$ cat src/logic/sir_consts.svh
/*
 * Constants of the status and event flag register: address, bit positions,
 * reset values and timing figures.
 * Assumes a 25 MHz block clock; included by bare name.
 */
`ifndef SIR_CONSTS_SVH
`define SIR_CONSTS_SVH

// register address
`define SIR_ADDR_STATUS 8'h3A

// bit positions
`define SIR_BIT_LED_DONE 7
`define SIR_BIT_MASK_BUSY 6
`define SIR_BIT_STARTUP_BUSY 5
`define SIR_BIT_ENGINE_BUSY 4
`define SIR_BIT_EXT_TB 3
`define SIR_BIT_SEQ1 2
`define SIR_BIT_SEQ2 1
`define SIR_BIT_SEQ3 0

// reset values
`define SIR_RST_MASK_BUSY 1'h1
`define SIR_RST_BYTE 8'h00
`define SIR_RST_FLAGS 3'h0

// clock selection codes
`define SIR_CSEL_FORCED_EXT 2'h0
`define SIR_CSEL_FORCED_INT 2'h1
`define SIR_CSEL_AUTO 2'h2
`define SIR_CSEL_INT 2'h3

// timing
`define SIR_CLK_KHZ 25000
`define SIR_LED_CHECK_TIME_US 2700
`define SIR_LED_CHECK_CYCLES ((`SIR_LED_CHECK_TIME_US * `SIR_CLK_KHZ) / 1000)
`define SIR_CONV_CNT_W 17
`define SIR_CONV_CNT_ONE 17'h00001
`define SIR_TB_TIMEOUT 12'hFFF
`define SIR_TB_ZERO 12'h000

`endif

$ cat src/logic/sir_pkg.sv
/*
 * Types of the status and event flag register.
 * Assumes nothing beyond a SystemVerilog compiler.
 */
package sir_pkg;

    // led check conversion sequence
    typedef enum logic {
        SIR_CONV_IDLE,
        SIR_CONV_RUN
    } sir_conv_state_t;

endpackage

$ cat src/logic/sir_conv_timer.sv
/*
 * LED check conversion timer: a start pulse begins a conversion of a fixed
 * number of clock cycles, ending in a one-cycle done pulse.
 * Assumes start comes from logic on the same clock; restart while running
 * begins a fresh full-length conversion.
 */
`timescale 1ns/100ps
`include "sir_consts.svh"

module sir_conv_timer #(
    parameter logic [`SIR_CONV_CNT_W-1:0] CONV_CYCLES = `SIR_CONV_CNT_W'(`SIR_LED_CHECK_CYCLES)
) (
    input wire logic clk,
    input wire logic rstn,
    input wire logic start,
    output logic busy,
    output logic done
);

    sir_pkg::sir_conv_state_t state_r, state_nxt;
    logic [`SIR_CONV_CNT_W-1:0] cnt_r, cnt_nxt;
    logic done_r, done_nxt;

    // next state of the conversion counter
    always_comb begin
        state_nxt = state_r;
        cnt_nxt = cnt_r;
        done_nxt = 1'b0;
        unique case (state_r)
            sir_pkg::SIR_CONV_IDLE: begin
                if (start) begin
                    state_nxt = sir_pkg::SIR_CONV_RUN;
                    cnt_nxt = CONV_CYCLES;
                end
            end
            sir_pkg::SIR_CONV_RUN: begin
                if (start) begin
                    cnt_nxt = CONV_CYCLES; // restart
                end else if (cnt_r == `SIR_CONV_CNT_ONE) begin
                    state_nxt = sir_pkg::SIR_CONV_IDLE;
                    done_nxt = 1'b1;
                end else begin
                    cnt_nxt = cnt_r - `SIR_CONV_CNT_ONE;
                end
            end
        endcase
    end

    // register the counter
    always_ff @(posedge clk) begin
        if (!rstn) begin
            state_r <= sir_pkg::SIR_CONV_IDLE;
            cnt_r <= '0;
            done_r <= 1'b0;
        end else begin
            state_r <= state_nxt;
            cnt_r <= cnt_nxt;
            done_r <= done_nxt;
        end
    end

    assign busy = (state_r == sir_pkg::SIR_CONV_RUN);
    assign done = done_r;

endmodule

$ cat src/logic/sir_status_int.sv
/*
 * Status and event flag register with the interrupt pin logic of a
 * programmable multi-channel light driver.
 * Assumes a register port from the serial bus slave on the same clock, status
 * inputs from engines and start-up logic on the same clock, and an external
 * timebase pin that is asynchronous.
 */
// Function
// - set LED-check-complete bit 7 once the result is stored.
// - an LED check conversion lasts about 2.7 ms.
// - LED-check-complete stays set after the conversion ends.
// - every write to this register starts a new LED check.
// - mask bit 6, reset 1, blocks busy-end interrupts.
// - with mask 0, busy end raises the interrupt.
// - a read clears busy events and releases the interrupt line.
// - bit 5 is 1 while start-up runs, 0 after.
// - bit 5 reads 1 whenever device-on is 0.
// - bit 4 is 1 while any engine clears its registers.
// - bit 3 shows a detected external timebase, only when detection enabled.
// - bits 2..0 are engine 1..3 event flags, set by end/notify.
// - reading clears the engine event flags.
// - interrupt pin is active low open drain.
// - clock select 00 ext, 01 int, 10 auto, 11 int.
`timescale 1ns/100ps
`include "sir_consts.svh"

module sir_status_int #(
    parameter logic [`SIR_CONV_CNT_W-1:0] CONV_CYCLES = `SIR_CONV_CNT_W'(`SIR_LED_CHECK_CYCLES)
) (
    input wire logic clk,
    input wire logic rstn,
    input wire logic [7:0] reg_addr,
    input wire logic reg_wr,
    input wire logic reg_rd,
    input wire logic [7:0] reg_wdata,
    output logic [7:0] reg_rdata,
    input wire logic device_on,
    input wire logic startup_running,
    input wire logic [2:0] engine_clearing,
    input wire logic [2:0] seq_event,
    input wire logic [7:0] led_check_sample,
    output logic [7:0] led_check_result,
    output logic led_check_start,
    input wire logic timebase_pin,
    input wire logic timebase_detect_on,
    input wire logic [1:0] clock_select,
    output logic use_external_clock,
    input wire logic int_as_gpo,
    input wire logic int_gpo_level,
    output logic int_pin_out,
    output logic int_pin_oe
);

    ////////////////////////////////////////////////////////////////////////////
    // access decode

    logic hit_wr, hit_rd;
    logic conv_done;

    assign hit_wr = reg_wr && (reg_addr == `SIR_ADDR_STATUS);
    assign hit_rd = reg_rd && (reg_addr == `SIR_ADDR_STATUS);

    // conversion timer, restarted by each write
    sir_conv_timer #(
        .CONV_CYCLES(CONV_CYCLES)
    ) i_sir_conv_timer (
        .clk(clk),
        .rstn(rstn),
        .start(hit_wr),
        .busy(),
        .done(conv_done)
    );

    ////////////////////////////////////////////////////////////////////////////
    // external timebase detection

    logic tb_s1_r, tb_s2_r, tb_s3_r;
    logic [11:0] tb_idle_r, tb_idle_nxt;
    logic tb_det_r, tb_det_nxt;
    logic tb_edge;

    assign tb_edge = tb_s2_r && !tb_s3_r;

    // detected while edges keep arriving within the timeout
    always_comb begin
        tb_idle_nxt = tb_idle_r;
        tb_det_nxt = tb_det_r;
        if (!timebase_detect_on) begin
            tb_idle_nxt = `SIR_TB_ZERO;
            tb_det_nxt = 1'b0;
        end else if (tb_edge) begin
            tb_idle_nxt = `SIR_TB_ZERO;
            tb_det_nxt = 1'b1;
        end else if (tb_idle_r == `SIR_TB_TIMEOUT) begin
            tb_det_nxt = 1'b0;
        end else begin
            tb_idle_nxt = tb_idle_r + 12'h001;
        end
    end

    // pin synchroniser and detector state
    always_ff @(posedge clk) begin
        if (!rstn) begin
            tb_s1_r <= 1'b0;
            tb_s2_r <= 1'b0;
            tb_s3_r <= 1'b0;
            tb_idle_r <= `SIR_TB_ZERO;
            tb_det_r <= 1'b0;
        end else begin
            tb_s1_r <= timebase_pin;
            tb_s2_r <= tb_s1_r;
            tb_s3_r <= tb_s2_r;
            tb_idle_r <= tb_idle_nxt;
            tb_det_r <= tb_det_nxt;
        end
    end

    ////////////////////////////////////////////////////////////////////////////
    // status flags

    logic startup_busy, engine_busy;
    logic startup_busy_d_r, engine_busy_d_r;
    logic busy_end;
    logic mask_busy_r, mask_busy_nxt;
    logic led_done_r, led_done_nxt;
    logic busy_evt_r, busy_evt_nxt;
    logic [2:0] seq_flag_r, seq_flag_nxt;
    logic [7:0] result_r, result_nxt;
    logic [7:0] status_byte;

    assign startup_busy = startup_running || !device_on;
    assign engine_busy = |engine_clearing;
    assign busy_end = (startup_busy_d_r && !startup_busy) || (engine_busy_d_r && !engine_busy);

    // live view of the register
    always_comb begin
        status_byte = `SIR_RST_BYTE;
        status_byte[`SIR_BIT_LED_DONE] = led_done_r;
        status_byte[`SIR_BIT_MASK_BUSY] = mask_busy_r;
        status_byte[`SIR_BIT_STARTUP_BUSY] = startup_busy;
        status_byte[`SIR_BIT_ENGINE_BUSY] = engine_busy;
        status_byte[`SIR_BIT_EXT_TB] = tb_det_r;
        status_byte[`SIR_BIT_SEQ1] = seq_flag_r[0];
        status_byte[`SIR_BIT_SEQ2] = seq_flag_r[1];
        status_byte[`SIR_BIT_SEQ3] = seq_flag_r[2];
    end

    // next values of the flags; a set wins over a clearing read
    always_comb begin
        mask_busy_nxt = mask_busy_r;
        led_done_nxt = led_done_r;
        result_nxt = result_r;
        busy_evt_nxt = busy_evt_r;
        if (hit_wr) begin
            mask_busy_nxt = reg_wdata[`SIR_BIT_MASK_BUSY];
            led_done_nxt = 1'b0; // new conversion pending
        end
        if (conv_done) begin
            result_nxt = led_check_sample;
            led_done_nxt = 1'b1;
        end
        if (hit_rd) begin
            busy_evt_nxt = 1'b0;
        end
        if (busy_end && !mask_busy_r) begin
            busy_evt_nxt = 1'b1;
        end
    end

    // per engine event flags
    genvar gi;
    generate
        for (gi = 0; gi < 3; gi++) begin : g_seq
            always_comb begin
                seq_flag_nxt[gi] = seq_flag_r[gi];
                if (hit_rd) begin
                    seq_flag_nxt[gi] = 1'b0;
                end
                if (seq_event[gi]) begin
                    seq_flag_nxt[gi] = 1'b1;
                end
            end
        end
    endgenerate

    // register the flags
    always_ff @(posedge clk) begin
        if (!rstn) begin
            startup_busy_d_r <= 1'b1;
            engine_busy_d_r <= 1'b0;
            mask_busy_r <= `SIR_RST_MASK_BUSY;
            led_done_r <= 1'b0;
            busy_evt_r <= 1'b0;
            seq_flag_r <= `SIR_RST_FLAGS;
            result_r <= `SIR_RST_BYTE;
        end else begin
            startup_busy_d_r <= startup_busy;
            engine_busy_d_r <= engine_busy;
            mask_busy_r <= mask_busy_nxt;
            led_done_r <= led_done_nxt;
            busy_evt_r <= busy_evt_nxt;
            seq_flag_r <= seq_flag_nxt;
            result_r <= result_nxt;
        end
    end

    ////////////////////////////////////////////////////////////////////////////
    // outputs

    logic [7:0] rdata_r, rdata_nxt;
    logic start_r, start_nxt;
    logic ext_clk_r, ext_clk_nxt;
    logic pin_out_r, pin_out_nxt;
    logic pin_oe_r, pin_oe_nxt;
    logic int_req;

    // host must hold off engine-touching accesses while bit 4 reads 1
    assign int_req = (|seq_flag_r) || busy_evt_r;

    // read data, start pulse, clock choice and pin drive
    always_comb begin
        rdata_nxt = hit_rd ? status_byte : rdata_r;
        start_nxt = hit_wr;
        unique case (clock_select)
            `SIR_CSEL_FORCED_EXT: ext_clk_nxt = 1'b1;
            `SIR_CSEL_FORCED_INT: ext_clk_nxt = 1'b0;
            `SIR_CSEL_AUTO: ext_clk_nxt = tb_det_r;
            `SIR_CSEL_INT: ext_clk_nxt = 1'b0;
        endcase
        if (int_as_gpo) begin
            pin_out_nxt = int_gpo_level;
            pin_oe_nxt = 1'b1;
        end else begin
            pin_out_nxt = 1'b0;
            pin_oe_nxt = int_req;
        end
    end

    // register the outputs
    always_ff @(posedge clk) begin
        if (!rstn) begin
            rdata_r <= `SIR_RST_BYTE;
            start_r <= 1'b0;
            ext_clk_r <= 1'b0;
            pin_out_r <= 1'b0;
            pin_oe_r <= 1'b0;
        end else begin
            rdata_r <= rdata_nxt;
            start_r <= start_nxt;
            ext_clk_r <= ext_clk_nxt;
            pin_out_r <= pin_out_nxt;
            pin_oe_r <= pin_oe_nxt;
        end
    end

    assign reg_rdata = rdata_r;
    assign led_check_result = result_r;
    assign led_check_start = start_r;
    assign use_external_clock = ext_clk_r;
    assign int_pin_out = pin_out_r;
    assign int_pin_oe = pin_oe_r;

endmodule

$ cat config.mk
export PLATFORM = sky130hd
export DESIGN_NAME = sir_status_int
export DESIGN_NICKNAME = d
export VERILOG_FILES = /design/src/logic/sir_pkg.sv /design/src/logic/sir_conv_timer.sv /design/src/logic/sir_status_int.sv
export VERILOG_INCLUDE_DIRS = /design/src /design/src/logic
export SDC_FILE = /design/constraint.sdc
export NUM_CORES = 1
export LEC_CHECK = 0
export BUFFER_PORTS_ARGS = -buffer_cell sky130_fd_sc_hd__clkbuf_2
export CAP_MARGIN = 20
export CORE_ASPECT_RATIO = 0.8
export CORE_UTILIZATION = 47
export CTS_CLUSTER_DIAMETER = 40
export CTS_CLUSTER_SIZE = 20
export DETAILED_ROUTE_END_ITERATION = 10
export GPL_ROUTABILITY_DRIVEN = 0
export MAX_ROUTING_LAYER = met4
export PLACE_DENSITY = 0.77
export SKIP_LAST_GASP = 1
export SLEW_MARGIN = 0
export SYNTH_ARGS = -nofsm -noshare
export SYNTH_HDL_FRONTEND = slang
export SYNTH_SLANG_ARGS = --single-unit
$ cat constraint.sdc
create_clock -name clk -period 2.3 [get_ports clk]
set_input_delay 0.345 -clock clk [delete_from_list [all_inputs] [get_ports clk]]
set_output_delay 0.345 -clock clk [all_outputs]
set_load 0.005 [all_outputs]
==> results.md, run 1 <==
* Outcome: finished, final reports clean
* Iteration-0 DRC Markers at 99
* Peak supply drop at 0.287 mV
* DRC at 0
* Setup violators final at 0
* Via density at 5.66
* Largest net degree at the start of global routing at 19
* DIE HEIGHT at between 60 and 70 um
* Area delta synth->final at 20.2%
* Critical path capture point type: flop
* Dpl ws at around 0.24 ns
* WS Path Type: flop to flop
* Seq pwr share at 53.6%
* Startpoint Class: flop
* Synthesized Nets at roughly 340
* Die area at around 5900 um2
* Tcrit/Tclk final at about nine tenths
* RSZ-0062 raised after global routing: false
* Clk buf depth at 2
* Final cell count without fillers at 422
* Synth Warn # at 0
* Routed WL per cell at approximately 14 um
* HPWL Detailed at roughly 4100 um
* Count of input and output buffers at 54
* Distinct cells, synth at between 40 and 50
* Sw frac at between 20% and 30%
* Seq/Total Area, Yosys at 48.1%
* Achievable clock frequency at roughly 480 MHz
* CTS resizes at 0
* Core Region at about 5200 um2
* CTS tree: done
* Worst slew pin tran at around 0.6 ns
* Comb power frac at 4.1%
* Leakage power at 1.24 nW
* Top-area cell type share of the netlist area at just under 50%
* Setup TNS at 0 ns
* Ports at just over 60
* Maxcap violations at 0
* Row count at 23
* Clock power share at around 42%
* Fillers at approximately 470
* CTS sink cnt at 63
* Post-layout minimum cycle time at 2.10 ns
* Routed vias at between 2k and 2.5k
* R2R Setup Slk at 0.20 ns
* Final slew viol count at 0
* Max Clock Skew at about 0.0085 ns
* Clock Latency Late Sink at ~0.35 ns
* Synth Register Bits at between 60 and 70
* H-tree levels at 3
* Required @ worst endpoint at about 2.6 ns
* Clock buffer count from CTS at 9
* Post-CTS Setup Inserts at 0
* Cts hold-fix bufs at 0
* Slew margin rel. at 60.6%
* Initial antenna violation count at 0
* Mapped cell area at 2620 um2
* Gr usage total at a little over a fifth
* Min-delay worst type: input pin to flop
* Psw at 0.508 mW
* First-pass GRT wire length at roughly 9400 um
* CP Data Arrival Time at 2.37 ns
* Syn avg cell area at around 8.9 um2
* Setup ws final at about 0.20 ns
* Hold slack at 0.157 ns
* Cell-internal power at around 1.6 mW
* Die width at between 80 and 90 um
* Dpl cells at around 400
* Root buffer cell: clkbuf_8
* Final Hold Fails at 0
* Final nets at 400
* N_diodes at 0
* Antenna viol nets, final at 0
* Post-synth top area cell: dfxtp_1
* Initial DRT Pass Iterations at 5
* Share of post-route cells with drive strength above 1 at a little under a quarter
* Number of global-route vias before repair at slightly above 2k
* Placed instance area at a little under 3000 um2
* PwrDens at 659 nW/um2
* Clk slew on worst S/H paths at roughly 0.08 ns
* Cells after synthesis at between 200 and 300
* Total Wirelength at approximately 5800 um
* Total congestion overflow at 0
* Final Cell Area at 3150 um2
* Crit Path Max Fanout at 7
* Main area contributors after synthesis: dfxtp_1 48%, a21oi_1 4.6%, mux2i_1 4.6%, nor2_1 4.4%, nand2_1 3.6%
* Effective utilization at floorplan at around 51%
## power groups by stage
stage,combinational [mW],clock [mW],sequential [mW]
after floorplan,0.0405,0,1.14
after global placement,0.0816,0,1.14
after detailed placement,0.0849,0,1.14
after CTS,0.0851,0.905,1.11
after global routing,0.0943,0.943,1.11
final,0.0841,0.879,1.11
## per-layer routing
layer  vias to the layer above  track usage (%)  wire length, um
met4                         0             10.0               71
met2                        75             32.9             2570
li1                       1212                -                -
met1                      1095             27.1             2790
met5                         -                -                0
met3                         5             6.79              383
## kinds of logic (layout without fill, tap and decap cells)
| group | after synthesis | in the layout | synth area share [%] |
|---|---|---|---|
| adders and majority gates | 3 | 3 | 1.43 |
| AOI/OAI and AO/OA | 63 | 63 | 14.7 |
| muxes | 12 | 12 | 4.58 |
| DFF | 63 | 63 | 48.1 |
| xor gates and xnor gates | 2 | 2 | 0.668 |
| buffers and inverters | 20 | 84 | 2.86 |
| and+or+nand+nor | 133 | 133 | 27.7 |
## path summary, 6_finish.rpt
path | from | end | depth (start not counted)
setup / recovery | i_sir_conv_timer.cnt_r[0] | i_sir_conv_timer.cnt_r[14] | 6
hold reg to reg | tb_s1_r | tb_s2_r | 1
setup reg to reg | i_sir_conv_timer.cnt_r[0] | i_sir_conv_timer.cnt_r[14] | 6
hold / removal | clock_select[0] | use_external_clock | 2
## critical path: stages (launching register included)
cell	delay, ns
dfxtp_1	0.34
inv_1	0.08
ha_1	0.16
or3b_1	0.44
or3_4	0.40
or4_1	0.47
a21oi_1	0.14
## stage by stage
step / total power, mW / util [%]
after floorplan: 1.18 / -
after global placement: 1.22 / 57.3
after detailed placement: 1.22 / 57.3
after CTS: 2.10 / 60.9
after global routing: 2.15 / 60.9
final: 2.08 / 60.9
## cells in the mapped netlist (all sizes together)
cell type  count
dfxtp         63
nor2          31
nand2         25
a21oi         24
or4           13
clkbuf        12
mux2i         12
nor3          12
a31oi         11
nand3         11
o21ai          9
inv            7
or3            7
and3           6
o31ai          6
a211oi         5
nand4          4
nor2b          4
nor4           4
a311oi         3
and2           3
ha             3
and4           2
nand2b         2
nor4bb         2
or2            2
xnor2          2
a22oi          1
a41o           1
a41oi          1
and4b          1
clkinv         1
nand4b         1
nor4b          1
o21bai         1
o41ai          1
or3b           1
or4b           1
## sequential cells by signal, summed over array words and instances, names as in the netlist, 3 cells and up
name and flops:
i_sir_conv_timer.cnt_r 17, led_check_result 8, reg_rdata 8, seq_flag_r 3, tb_idle_r 12
## placed cells by master (no fill, tap or decap), types with 3 or more instances in the layout
cell type	instances
a211oi_1	5
a21oi_1	24
a311oi_1	3
a31oi_1	11
and2_1	3
and3_1	6
buf_4	6
clkbuf_2	54
clkbuf_8	10
clkinvlp_4	3
dfxtp_1	63
ha_1	3
inv_1	7
mux2i_1	12
nand2_1	25
nand3_1	11
nand4_1	4
nor2_1	31
nor2b_1	4
nor3_1	12
nor4_1	3
o21ai_0	9
o31ai_1	6
or3_1	6
or4_1	11
## area by class of cell
| type | count | area [um2] | area share (%) |
|---|---|---|---|
| Clock inverter | 6 | 45.0 | 1.43 |
| Sequential cell | 63 | 1260 | 40.0 |
| Inverter | 8 | 30.0 | 0.952 |
| Clock buffer | 10 | 138 | 4.37 |
| Timing Repair Buffer | 60 | 315 | 10.0 |
| Tap cell | 62 | 77.6 | 2.46 |
| Multi-Input combinational cell | 213 | 1290 | 40.8 |
Power figures use the tool's default switching activity.
==> run 2: changes to the inputs <==
CORE_UTILIZATION = 45   (was 47)
PLACE_DENSITY = 0.75   (was 0.77)
==> results.md, run 2 (synthesis gave the netlist of run 1 again) <==
* Outcome: finished, final reports clean (unchanged)
* Final cell count without fillers at 439 (was 422)
* Crit Path Max Fanout at 7 (unchanged)
* Post-layout minimum cycle time at 2.07 ns (was 2.10 ns)
* Routed vias at 2374 (was 2387)
* N_diodes at 0 (unchanged)
* Die area at 6140 um2 (was 5880 um2)
* Ports at 62 (unchanged)
* Required @ worst endpoint at 2.55 ns (was 2.58 ns)
* Fillers at 528 (was 472)
* Startpoint Class: flop (unchanged)
* PwrDens at 675 nW/um2 (was 659 nW/um2)
* Worst slew pin tran at 0.555 ns (was 0.586 ns)
* CTS tree: done (unchanged)
* Clk slew on worst S/H paths at 0.07 ns (was 0.08 ns)
* Min-delay worst type: input pin to flop (unchanged)
* Total congestion overflow at 0 (unchanged)
* Number of global-route vias before repair at 2197 (was 2026)
* Placed instance area at 3000 um2 (was 2970 um2)
* Final Hold Fails at 0 (unchanged)
* DIE HEIGHT at 70.3 um (was 68.8 um)
* Worst path slowest cell: or3b_1 (was or4_1)
* Post-CTS Setup Inserts at 0 (unchanged)
* Leakage power at 1.26 nW (was 1.24 nW)
* Final Cell Area at 3210 um2 (was 3150 um2)
* Largest stage delay on the critical path at 0.42 ns (was 0.47 ns)
* Die width at 87.4 um (was 85.5 um)
* Slew margin rel. at 62.7% (was 60.6%)
* Biggest register: i_sir_conv_timer.cnt_r (unchanged)
* HPWL Detailed at 4100 um (was 4070 um)
* Setup ws final at 0.229 ns (was 0.205 ns)
* Initial DRT Pass Iterations at 4 (was 5)
* Dpl cells at 423 (was 406)
* First-pass GRT wire length at 9850 um (was 9430 um)
* Dpl ws at 0.248 ns (was 0.243 ns)
* Peak supply drop at 0.376 mV (was 0.287 mV)
* Setup TNS at 0 ns (unchanged)
* Gr usage total at 20.7% (was 21.8%)
* DRC at 0 (unchanged)
* Core Region at 5530 um2 (was 5180 um2)
* CTS sink cnt at 63 (unchanged)
* Final nets at 401 (was 400)
* Root buffer cell: clkbuf_8 (unchanged)
* RSZ-0062 raised after global routing: false (unchanged)
* Antenna viol nets, final at 0 (unchanged)
* Achievable clock frequency at 483 MHz (was 477 MHz)
* Setup violators final at 0 (unchanged)
* Hold slack at 0.179 ns (was 0.157 ns)
* WS Path Type: flop to flop (unchanged)
* Largest net degree at the start of global routing at 29 (was 19)
* Max Clock Skew at 0.00887 ns (was 0.00853 ns)
* Tcrit/Tclk final at 90.0% (was 91.1%)
* Share of post-route cells with drive strength above 1 at 23.3% (was 23.1%)
* Commonest non-fill, non-tap cell in the layout: dfxtp_1 (unchanged)
* Routed WL per cell at 13.1 um (was 13.8 um)
* Initial antenna violation count at 0 (unchanged)
* Max FFs per register at 17 (unchanged)
* CTS resizes at 0 (unchanged)
* Total power at 2.16 mW (was 2.08 mW)
* Area delta synth->final at 22.2% (was 20.2%)
* Cts hold-fix bufs at 0 (unchanged)
* Final slew viol count at 0 (unchanged)
* Maxcap violations at 0 (unchanged)
* Largest delay share family, worst path: simple AND/OR/NAND/NOR gates (unchanged)
* Crit path cell chain: inv_1, ha_1, or3b_1, or3_4, or4_1, a31oi_1 (was inv_1, ha_1, or3b_1, or3_4, or4_1, a21oi_1)
* Clock Latency Late Sink at 0.32 ns (was 0.35 ns)
* Clk buf depth at 2 (unchanged)
* Via density at 5.41 (was 5.66)
* Commonest cells after routing, fill and taps aside: 63 x dfxtp_1, 54 x clkbuf_2, 31 x nor2_1, 25 x nand2_1, 24 x a21oi_1 (unchanged)
* Iteration-0 DRC Markers at 137 (was 99)
* Effective utilization at floorplan at 47.5% (was 50.6%)
* Largest registers: i_sir_conv_timer.cnt_r: 17 flops, tb_idle_r: 12 flops (unchanged)
* Clock buffer count from CTS at 9 (unchanged)
* Row count at 24 (was 23)
* Count of input and output buffers at 54 (unchanged)
* H-tree levels at 3 (unchanged)
* Final core utilization at 58.0% (was 60.9%)
* Buf+Inv Stages, Crit Path at 1 (unchanged)
* Total Wirelength at 5760 um (was 5810 um)
* Critical path capture point type: flop (unchanged)
* CP Data Arrival Time at 2.32 ns (was 2.37 ns)
[run 2: report_power, final]
| part | switching, mW | internal, mW |
|---|---|---|
| logic | 0.0431 | 0.0414 |
| clock network | 0.409 | 0.557 |
| registers | 0.00839 | 1.10 |
[run 2: cell type report]
type	count	area, um2	area share (%)
multi-input cells	213	1290	40.1
clock inverters	5	56.3	1.76
well taps	78	97.6	3.04
clock buffers	11	151	4.72
repair buffers	61	323	10.1
flip-flops and latches	63	1260	39.3
inverters	8	30.0	0.937
[run 2: worst paths after layout]
kind / start / end / slack [ns] / cells past startpoint
setup / recovery: i_sir_conv_timer.cnt_r[0] / i_sir_conv_timer.cnt_r[16] / 0.23 / 6
hold / removal: clock_select[0] / use_external_clock / 0.18 / 2
setup reg to reg: i_sir_conv_timer.cnt_r[0] / i_sir_conv_timer.cnt_r[16] / 0.23 / 6
hold reg to reg: tb_s1_r / tb_s2_r / 0.44 / 1
[run 2: routing by layer]
metal  up-vias  wire [um]  track usage [%]
met2        54       2730             33.0
met3         7        316             4.96
li1       1216          -                -
met4         0         41             5.10
met5         -          0                -
met1      1097       2670             26.5
